<file path="config.mk">
export PLATFORM = sky130hd
export DESIGN_NAME = pmx_csr_top
export DESIGN_NICKNAME = d
export VERILOG_FILES = /design/src/pmx_sync2.v /design/src/pmx_csr_top.v
export VERILOG_INCLUDE_DIRS = /design/src
export SDC_FILE = /design/constraint.sdc
export NUM_CORES = 1
export LEC_CHECK = 0
export ABC_AREA = 1
export ABC_CLOCK_PERIOD_IN_PS = 1450
export BUFFER_PORTS_ARGS = -buffer_cell sky130_fd_sc_hd__buf_2
export CAP_MARGIN = 30
export CORE_MARGIN = 3
export CORE_UTILIZATION = 45
export DETAILED_ROUTE_END_ITERATION = 6
export PLACE_DENSITY = 0.73
export REMOVE_ABC_BUFFERS = 1
export SKIP_LAST_GASP = 1
export SYNTH_ARGS = -nofsm -noshare
export SYNTH_HDL_FRONTEND = slang
export SYNTH_SLANG_ARGS = --single-unit
</file>
<file path="constraint.sdc">
create_clock -name clk_sys_i -period 1.45 [get_ports clk_sys_i]
set_clock_uncertainty 0.15 [all_clocks]
set_input_delay 0.29 -clock clk_sys_i [delete_from_list [all_inputs] [get_ports clk_sys_i]]
set_output_delay 0.29 -clock clk_sys_i [all_outputs]
set_load 0.01 [all_outputs]
</file>
<file path="src/pmx_map.vh">
// Purpose: Offsets, field positions, reset values and timing constants
//          of the power-management and window-0 register bank.
// Assumes: Included once per file by its bare name.
// Notes:   Definitions only.
`ifndef PMX_MAP_VH
`define PMX_MAP_VH
// ==========================================================
// Register byte offsets.
`define PMX_OFS_PMCS      8'h94
`define PMX_OFS_XBASE     8'h98
`define PMX_OFS_SETUP     8'h9c
`define PMX_OFS_IRQ_STAT  8'hb0
`define PMX_OFS_IRQ_MASK  8'hb4
// ==========================================================
// Power-management control/status fields.
`define PMX_PS_HI         1
`define PMX_PS_LO         0
`define PMX_PS_D0         2'h0
`define PMX_PS_D1         2'h1
`define PMX_PS_D2         2'h2
`define PMX_PS_D3         2'h3
`define PMX_PME_EN_BIT    8
`define PMX_PME_STS_BIT   15
`define PMX_PS_RST        2'h0
// ==========================================================
// Window-0 translated base and setup fields.
`define PMX_XB_HI         31
`define PMX_XB_LO         12
`define PMX_XB_RST        20'h00000
`define PMX_SU_TYPE_BIT   0
`define PMX_SU_AW_HI      2
`define PMX_SU_AW_LO      1
`define PMX_SU_PF_BIT     3
`define PMX_SU_MSK_HI     30
`define PMX_SU_MSK_LO     12
`define PMX_SU_EN_BIT     31
`define PMX_SU_AW_RST     2'h0
`define PMX_SU_MSK_RST    19'h7ffff
// ==========================================================
// Interrupt status bits.
`define PMX_IRQ_W         3
`define PMX_IRQ_PME       0
`define PMX_IRQ_WAKE      1
`define PMX_IRQ_BADPS     2
// ==========================================================
// Timing: internal reset length in ns and the clock period in ns.
`define PMX_FRST_NS       64
`define PMX_CLK_NS        4
`define PMX_FRST_CW       5
`endif

</file>
<file path="src/pmx_sync2.v">
// Purpose: Two-flop synchroniser for a level from outside the clock domain.
// Assumes: Single-bit level; pulse shorter than two clocks may be lost.
// Notes:   First flop feeds only the second flop.
`timescale 1ns/1ps
module pmx_sync2 (
   input  wire clk_sys_i,
   input  wire rst_n_i,
   input  wire async_i,
   output wire sync_o
);
   reg meta_q;
   reg sync_q;

   // ==========================================================
   // Synchroniser chain, reset to the inactive level.
   always @(posedge clk_sys_i or negedge rst_n_i) begin
      if (!rst_n_i) begin
         meta_q <= 1'b0;
         sync_q <= 1'b0;
      end else begin
         meta_q <= async_i;
         sync_q <= meta_q;
      end
   end

   assign sync_o = sync_q;
endmodule

</file>
<file path="src/pmx_csr_top.v">
// Purpose: Power-management control/status word and downstream window-0
//          translation registers, reached over classic Wishbone.
// Assumes: One 250 MHz clock; asynchronous active-low reset.
// Notes:   Sticky bits survive the internal D3-to-D0 reset.
`timescale 1ns/1ps
`include "pmx_map.vh"
module pmx_csr_top (
   input  wire        clk_sys_i,
   input  wire        rst_n_i,
   // Wishbone classic slave.
   input  wire        wb_cyc_i,
   input  wire        wb_stb_i,
   input  wire        wb_we_i,
   input  wire [7:0]  wb_adr_i,
   input  wire [3:0]  wb_sel_i,
   input  wire [31:0] wb_dat_i,
   output wire [31:0] wb_dat_o,
   output wire        wb_ack_o,
   // Setup loader path, same clock domain.
   input  wire        setup_ld_i,
   input  wire [31:0] setup_ld_dat_i,
   // Wake event from a pin, asynchronous.
   input  wire        wake_evt_i,
   // Window-0 translation request, same clock domain.
   input  wire        xl_req_i,
   input  wire [31:0] xl_addr_i,
   output wire        xl_vld_o,
   output wire [31:0] xl_addr_o,
   // Outputs.
   output wire [1:0]  power_state_o,
   output wire        func_rst_o,
   output wire        power_event_out_n_o,
   output wire        irq_o
);
   // ==========================================================
   // Internal reset length in clock cycles, rounded up. The integer
   // result is cut to the counter width on purpose; the counter width
   // must cover the count or the reset would come out short.
   localparam integer FRST_CYC_N =
      (`PMX_FRST_NS + `PMX_CLK_NS - 1) / `PMX_CLK_NS;
   localparam [`PMX_FRST_CW-1:0] FRST_CYC = FRST_CYC_N[`PMX_FRST_CW-1:0];
   localparam [`PMX_FRST_CW-1:0] FRST_ONE =
      {{(`PMX_FRST_CW-1){1'b0}}, 1'b1};

   // ==========================================================
   // Helper functions.
   // Byte-lane write merge shared by the power word and the translated base.
   function [31:0] lane_merge;
      input [31:0] old_v;
      input [31:0] new_v;
      input [3:0]  sel;
      integer      i;
      begin
         lane_merge = old_v;
         for (i = 0; i < 4; i = i + 1) begin
            if (sel[i]) begin
               lane_merge[i*8 +: 8] = new_v[i*8 +: 8];
            end
         end
      end
   endfunction

   // Only D0 and D3 are implemented encodings.
   function ps_valid;
      input [1:0] ps;
      begin
         ps_valid = (ps == `PMX_PS_D0) || (ps == `PMX_PS_D3);
      end
   endfunction

   // Write strobe of one register lane on the edge where ack is seen.
   function wr_hit;
      input       wr;
      input [7:0] adr;
      input [7:0] ofs;
      input       lane;
      begin
         wr_hit = wr && (adr == ofs) && lane;
      end
   endfunction

   // ==========================================================
   // State.
   reg                    ack_q;
   reg [31:0]             rdat_q;
   reg [1:0]              ps_q;
   reg                    pme_en_q;
   reg                    pme_sts_q;
   reg [19:0]             xbase_q;
   reg [1:0]              su_aw_q;
   reg                    su_pf_q;
   reg [18:0]             su_msk_q;
   reg [`PMX_FRST_CW-1:0] frst_cnt_q;
   reg                    wake_d_q;
   reg [`PMX_IRQ_W-1:0]   irq_sts_q;
   reg [`PMX_IRQ_W-1:0]   irq_msk_q;
   reg                    xl_vld_q;
   reg [31:0]             xl_addr_q;

   wire                   wake_s;
   wire                   req;
   wire                   wr_now;
   wire                   rd_now;
   wire                   frst;
   wire                   wake_rise;
   reg  [31:0]            pmcs_rd;
   reg  [31:0]            xbase_rd;
   reg  [31:0]            setup_rd;
   reg  [31:0]            rd_mux;
   reg  [31:0]            pmcs_wr;
   reg  [31:0]            xbase_wr;
   reg                    ps_wr_ok;
   reg                    ps_wr_bad;
   reg                    wake_go;
   wire [19:0]            xl_msk;
   wire                   we_pmcs_lo;
   wire                   we_pmcs_hi;
   wire                   we_xbase;
   wire                   we_irq_sts;
   wire                   we_irq_msk;

   // ==========================================================
   // Wake pin passes the synchroniser before any logic reads it.
   pmx_sync2 u_wake_sync (
      .clk_sys_i (clk_sys_i),
      .rst_n_i   (rst_n_i),
      .async_i   (wake_evt_i),
      .sync_o    (wake_s)
   );

   assign wake_rise = wake_s & ~wake_d_q;

   // ==========================================================
   // Bus decode. Ack comes one cycle after the request is seen and
   // the write lands on the edge at which the master samples ack.
   assign req    = wb_cyc_i & wb_stb_i;
   assign wr_now = req & ack_q & wb_we_i;
   assign rd_now = req & ~ack_q;
   assign frst   = (frst_cnt_q != {`PMX_FRST_CW{1'b0}});

   // Per-register write strobes. The power word needs lane 0 for the
   // state field and lane 1 for the event bits. The translated base
   // is merged lane by lane, so any lane qualifies its write.
   assign we_pmcs_lo = wr_hit(wr_now, wb_adr_i, `PMX_OFS_PMCS, wb_sel_i[0]);
   assign we_pmcs_hi = wr_hit(wr_now, wb_adr_i, `PMX_OFS_PMCS, wb_sel_i[1]);
   assign we_xbase   = wr_hit(wr_now, wb_adr_i, `PMX_OFS_XBASE, 1'b1);
   assign we_irq_sts = wr_hit(wr_now, wb_adr_i, `PMX_OFS_IRQ_STAT,
                              wb_sel_i[0]);
   assign we_irq_msk = wr_hit(wr_now, wb_adr_i, `PMX_OFS_IRQ_MASK,
                              wb_sel_i[0]);

   // ==========================================================
   // Read views of each register.
   always @* begin
      pmcs_rd = 32'h00000000;
      pmcs_rd[`PMX_PS_HI:`PMX_PS_LO] = ps_q;
      pmcs_rd[`PMX_PME_EN_BIT]  = pme_en_q;
      pmcs_rd[`PMX_PME_STS_BIT] = pme_sts_q;
      xbase_rd = 32'h00000000;
      xbase_rd[`PMX_XB_HI:`PMX_XB_LO] = xbase_q;
      setup_rd = 32'h00000000;
      setup_rd[`PMX_SU_TYPE_BIT] = 1'b0;
      setup_rd[`PMX_SU_AW_HI:`PMX_SU_AW_LO] = su_aw_q;
      setup_rd[`PMX_SU_PF_BIT] = su_pf_q;
      setup_rd[`PMX_SU_MSK_HI:`PMX_SU_MSK_LO] = su_msk_q;
      setup_rd[`PMX_SU_EN_BIT] = 1'b1;
   end

   // Read multiplexer; unmapped offsets read as zero.
   always @* begin
      case (wb_adr_i)
         `PMX_OFS_PMCS:     rd_mux = pmcs_rd;
         `PMX_OFS_XBASE:    rd_mux = xbase_rd;
         `PMX_OFS_SETUP:    rd_mux = setup_rd;
         `PMX_OFS_IRQ_STAT: rd_mux = {29'h0, irq_sts_q};
         `PMX_OFS_IRQ_MASK: rd_mux = {29'h0, irq_msk_q};
         default:           rd_mux = 32'h00000000;
      endcase
   end

   // ==========================================================
   // Write decode for the power word. Invalid state codes leave the
   // stored state alone but the other lanes still take effect.
   always @* begin
      pmcs_wr   = lane_merge(pmcs_rd, wb_dat_i, wb_sel_i);
      xbase_wr  = lane_merge(xbase_rd, wb_dat_i, wb_sel_i);
      ps_wr_ok  = 1'b0;
      ps_wr_bad = 1'b0;
      wake_go   = 1'b0;
      if (we_pmcs_lo) begin
         if (ps_valid(pmcs_wr[`PMX_PS_HI:`PMX_PS_LO])) begin
            ps_wr_ok = 1'b1;
         end else begin
            ps_wr_bad = 1'b1;
         end
         wake_go = ps_wr_ok && (ps_q == `PMX_PS_D3) &&
                   (pmcs_wr[`PMX_PS_HI:`PMX_PS_LO] == `PMX_PS_D0);
      end
   end

   // ==========================================================
   // Bus handshake and registered read data.
   always @(posedge clk_sys_i or negedge rst_n_i) begin
      if (!rst_n_i) begin
         ack_q  <= 1'b0;
         rdat_q <= 32'h00000000;
      end else begin
         ack_q <= rd_now;
         if (rd_now) begin
            rdat_q <= rd_mux;
         end
      end
   end

   // ==========================================================
   // Power state. Cleared again by the internal reset so that the
   // block leaves its wake-up sequence in D0.
   always @(posedge clk_sys_i or negedge rst_n_i) begin
      if (!rst_n_i) begin
         ps_q <= `PMX_PS_RST;
      end else if (frst) begin
         ps_q <= `PMX_PS_RST;
      end else if (ps_wr_ok) begin
         ps_q <= pmcs_wr[`PMX_PS_HI:`PMX_PS_LO];
      end
   end

   // Internal reset counter. Only the core is reset; the secondary
   // bus reset pin is not touched, so no such output exists here.
   always @(posedge clk_sys_i or negedge rst_n_i) begin
      if (!rst_n_i) begin
         frst_cnt_q <= {`PMX_FRST_CW{1'b0}};
      end else if (wake_go) begin
         frst_cnt_q <= FRST_CYC;
      end else if (frst) begin
         frst_cnt_q <= frst_cnt_q - FRST_ONE;
      end
   end

   // ==========================================================
   // Sticky power-event bits: reset only by the device reset.
   // A wake edge in the clearing cycle keeps the status set.
   always @(posedge clk_sys_i or negedge rst_n_i) begin
      if (!rst_n_i) begin
         pme_en_q  <= 1'b0;
         pme_sts_q <= 1'b0;
         wake_d_q  <= 1'b0;
      end else begin
         wake_d_q <= wake_s;
         if (we_pmcs_hi) begin
            pme_en_q <= wb_dat_i[`PMX_PME_EN_BIT];
         end
         if (wake_rise) begin
            pme_sts_q <= 1'b1;
         end else if (we_pmcs_hi && wb_dat_i[`PMX_PME_STS_BIT]) begin
            pme_sts_q <= 1'b0;
         end
      end
   end

   // ==========================================================
   // Translated base: bus writable, cleared by the internal reset.
   always @(posedge clk_sys_i or negedge rst_n_i) begin
      if (!rst_n_i) begin
         xbase_q <= `PMX_XB_RST;
      end else if (frst) begin
         xbase_q <= `PMX_XB_RST;
      end else if (we_xbase) begin
         xbase_q <= xbase_wr[`PMX_XB_HI:`PMX_XB_LO];
      end
   end

   // Setup fields: bus writes are ignored, only the loader path can
   // change them. The enable bit has no storage and reads one.
   always @(posedge clk_sys_i or negedge rst_n_i) begin
      if (!rst_n_i) begin
         su_aw_q  <= `PMX_SU_AW_RST;
         su_pf_q  <= 1'b0;
         su_msk_q <= `PMX_SU_MSK_RST;
      end else if (setup_ld_i) begin
         su_aw_q  <= setup_ld_dat_i[`PMX_SU_AW_HI:`PMX_SU_AW_LO];
         su_pf_q  <= setup_ld_dat_i[`PMX_SU_PF_BIT];
         su_msk_q <= setup_ld_dat_i[`PMX_SU_MSK_HI:`PMX_SU_MSK_LO];
      end
   end

   // ==========================================================
   // Window-0 translation: mask bits pick the translated base, the
   // rest of the address passes through. Bit 31 is always taken
   // from the base because the window enable is stuck at one.
   assign xl_msk = {1'b1, su_msk_q};

   always @(posedge clk_sys_i or negedge rst_n_i) begin
      if (!rst_n_i) begin
         xl_vld_q  <= 1'b0;
         xl_addr_q <= 32'h00000000;
      end else begin
         xl_vld_q <= xl_req_i;
         if (xl_req_i) begin
            xl_addr_q <= {(xbase_q & xl_msk) |
                          (xl_addr_i[`PMX_XB_HI:`PMX_XB_LO] & ~xl_msk),
                          xl_addr_i[`PMX_XB_LO-1:0]};
         end
      end
   end

   // ==========================================================
   // Interrupt status, write one to clear; new events win.
   always @(posedge clk_sys_i or negedge rst_n_i) begin
      if (!rst_n_i) begin
         irq_sts_q <= {`PMX_IRQ_W{1'b0}};
         irq_msk_q <= {`PMX_IRQ_W{1'b0}};
      end else begin
         if (we_irq_msk) begin
            irq_msk_q <= wb_dat_i[`PMX_IRQ_W-1:0];
         end
         irq_sts_q <= (irq_sts_q &
            ~(we_irq_sts ? wb_dat_i[`PMX_IRQ_W-1:0] : {`PMX_IRQ_W{1'b0}}))
            | {ps_wr_bad, wake_go, wake_rise};
      end
   end

   // ==========================================================
   // Outputs. The event pin is low only while enabled and pending.
   assign wb_ack_o            = ack_q;
   assign wb_dat_o            = rdat_q;
   assign xl_vld_o            = xl_vld_q;
   assign xl_addr_o           = xl_addr_q;
   assign power_state_o       = ps_q;
   assign func_rst_o          = frst;
   assign power_event_out_n_o = ~(pme_en_q & pme_sts_q);
   assign irq_o               = |(irq_sts_q & irq_msk_q);
endmodule

</file>
==> key figures <==
Route
  – Detail Route Antenna Nets: 0
  – Total wire length: between 15000 and 20000 um
  – Drt pass-1 iters: 5
  – DRC: 0
  – Routed WL per cell: ~17 um
  – 1st-iter DRT viols: between 400 and 500
  – Via density: 5.16
  – Vias: between 5k and 6k

STA
  – Final period utilization: 1.24
  – Final Hold Fails: 0
  – Final worst-path setup slack: -0.353 ns
  – Fin crit period: 1.80 ns
  – Fmax: ~550 MHz
  – RSZ-0062 raised after global routing: true
  – Setup Viol. Count Final: 33
  – Hold Slack: 0.0458 ns
  – Slew Viols, Final: 0

Pwr
  – Overall Power: 9.10 mW
  – P per Cell Area: 1070 nW/um^2
  – Pleak: ~4.4 nW
  – Peak supply drop: ~0.57 mV

Worst setup path
  – Critical path class: register to primary output
  – WP data arrival: around 1.4 ns
  – Worst R2R Setup Slack: -0.17 ns
  – R2r startpoint: frst_cnt_q[0]
  – Worst EP required: between 1 and 1.5 ns
  – Critical Path Start Type: register
  – Crit. End Element: primary output
  – R2R depth: 9
  – Worst-path fanout max: 2
  – Reg2reg end: frst_cnt_q[1]
  – Crit path to: func_rst_o
  – CP startpoint: frst_cnt_q[0]

Place
  – Placed insts: 923
  – Setup WS pre-CTS: -0.297 ns
  – GP Congestion: roughly 0.88
  – DP Area: 6630 sq um
  – Post-DP HPWL: 10500 um
  – I/O Buffers: between 150 and 200

Clocking
  – Htree depth: 4
  – Clock tree buffer depth: 2
  – CTS Sinks: between 100 and 150
  – Clk Latency, worst-skew pair: roughly 0.42 ns
  – Reg clk slew, reported paths: about 0.05 ns
  – Root Driver: clkbuf_16
  – TritonCTS buffer count: 17
  – CTS tree: yes

Floorplan
  – Initial Utilization: 0.466
  – Die H: about 120 um
  – Die area: 13300 sq um
  – Core area: approximately 12000 sq um
  – Die W: around 120 um
  – Rows: 39
  – I/O pins: ~190

Global routing
  – Largest net degree at the start of global routing: 57
  – First-pass GRT wire length: between 20000 and 30000 um
  – Initial antenna violation count: 0
  – Overflow left after global routing: 0
  – Number of global-route vias before repair: roughly 5.5k
  – GRT Total Usage: 0.265

Cells and area
  – Layout cell share with drive strength beyond 1: 0.369
  – Nets: just over 1k
  – Antenna fix cells: 0
  – Fill cells: ~800
  – Finished Layout Cells: 1059
  – Post-route design area: around 8500 sq um
  – Area Growth Syn to Fin: 57.9%

Outcome
  – Status: finished with violations
  – Violated checks: negative setup slack

Job
  – # Max-Cap Violations: 0

Logic synthesis
  – Mapped Area: about 5400 sq um
  – Ys async rst share: 1.00
  – Post-synth cell types: 34
  – Synth Register Bits: about 120
  – Synthesized area per cell: about 9 sq um
  – Yosys warning count: 0
  – EDFF count, synth: 0
  – Post-synthesis sequential area ratio: 0.556
  – Ys flop type: dfrtp_1
  – Cells after Synth: just over 600

Min path
  – Worst min path class: primary input to register
==> cell families after synthesis <==
family,Yosys count,share of synthesized area
AO/OA/AOI/OAI,72,0.0740
flip-flops,119,0.556
adder cells (fa/ha/maj),2,0.00464
AND/OR/NAND/NOR,315,0.258
other,1,0.000695
XOR/XNOR,2,0.00325
buffers and inverters,78,0.0712
multiplexers,15,0.0313
==> sequential cells by signal (all words and copies together), names as in the netlist <==
signal and flops:
su_msk_q 19, su_aw_q 2, wb_ack_o 1, frst_cnt_q 5, irq_msk_q 3, u_wake_sync.sync_o 1
pme_sts_q 1, u_wake_sync.meta_q 1, xl_vld_o 1, wake_d_q 1, wb_dat_o 25, pme_en_q 1
power_state_o 2, xbase_q 20, irq_sts_q 3, xl_addr_o 32, su_pf_q 1
==> metrics by stage <==
| step | util | TNS [ns] |
|---|---|---|
| after floorplan | - | -46.42 |
| after global placement | 0.574 | -6.43 |
| after detailed placement | 0.574 | -8.44 |
| after CTS | 0.711 | -2.78 |
| after global routing | 0.736 | -6.73 |
| final | 0.736 | -4.38 |
==> final cells by class <==
class	count	area, sq um	share of cell area
Sequential cell	119	3000	0.352
Inverter	44	180	0.0212
Multi-Input combinational cell	413	2130	0.251
Timing Repair Buffer	308	2390	0.280
Clock buffer	23	488	0.0573
Tap cell	143	179	0.0210
Clock inverter	9	145	0.0170
==> how the worst min path moves through the flow <==
stage                startpoint            end  slack (ns)  cells after the start
finish              wb_sel_i[1]     xbase_q[3]        0.05                      3
global route        wb_sel_i[1]     xbase_q[1]        0.06                      3
CTS                 wb_sel_i[1]     xbase_q[3]        0.03                      3
detailed placement      rst_n_i  xl_addr_o[30]      -0.004                      1
global placement        rst_n_i   wb_dat_o[30]      -0.007                      1
floorplan               rst_n_i  frst_cnt_q[0]       -0.16                      0
==> what timing repair did <==
item                                    in CTS  in global routing
endpoints found under the setup margin      35                 61
hold buffers                                77                  0
gates resized for setup                     25                 22
pin swaps                                   10                 15
buffers inserted                            11                  9
hold endpoints to repair                   178                  0
cloned                                       1                  7
==> synthesized netlist by cell type, types with 2 or more instances <==
master | instances | share of area
a21oi_1 | 2 | 0.0019
a31oi_1 | 19 | 0.022
buf_2 | 8 | 0.0074
buf_4 | 9 | 0.013
buf_6 | 4 | 0.0084
clkbuf_1 | 11 | 0.0077
clkbuf_4 | 2 | 0.0028
clkinv_4 | 2 | 0.0032
dfrtp_1 | 100 | 0.46
dfstp_2 | 19 | 0.093
ha_1 | 2 | 0.0046
inv_1 | 40 | 0.028
inv_2 | 2 | 0.0014
mux2_2 | 15 | 0.031
nand2_1 | 187 | 0.13
nand2_2 | 2 | 0.0023
nand3_1 | 75 | 0.070
nand3_2 | 2 | 0.0037
nand4_1 | 7 | 0.0081
nand4_4 | 2 | 0.0079
nor2_1 | 31 | 0.022
nor2_2 | 2 | 0.0023
nor2_4 | 2 | 0.0042
o21ai_0 | 37 | 0.034
o21ai_1 | 11 | 0.010
or2_2 | 2 | 0.0023
xor2_1 | 2 | 0.0032
==> power breakdown <==
part           switching [mW]  leakage, nW  total [mW]  internal (mW)
Clock                    1.45        0.317        4.50           3.04
Sequential             0.0832         1.50        3.60           3.52
Combinational           0.517         2.57        1.01          0.493
==> cells in the final DEF, fill, tap and decap left out, drive strengths merged, types with 19 or more instances in the layout <==
| master | Yosys | layout |
|---|---|---|
| buf | 21 | 225 |
| dlygate4sd3 | 0 | 77 |
| nand2 | 189 | 189 |
| dfrtp | 100 | 100 |
| dfstp | 19 | 19 |
| o21ai | 49 | 49 |
| clkbuf | 13 | 29 |
| nor2 | 35 | 35 |
| a31oi | 19 | 19 |
| nand3 | 77 | 77 |
| inv | 42 | 42 |
==> metal layers <==
metal	routed length, um	track usage	vias to the layer above
met5	0	0	-
met4	469	0.117	0
met3	1350	0.0548	41
met2	9040	0.453	268
met1	6980	0.324	2571
li1	-	-	2580
==> critical path, stage by stage (launching register included) <==
cell,delay (ns)
dfrtp_1,0.39
inv_2,0.09
ha_4,0.14
nand2_4,0.06
nor2_4,0.10
inv_2,0.05
buf_6,0.11
Note: power is estimated with default switching activity, not from simulation.
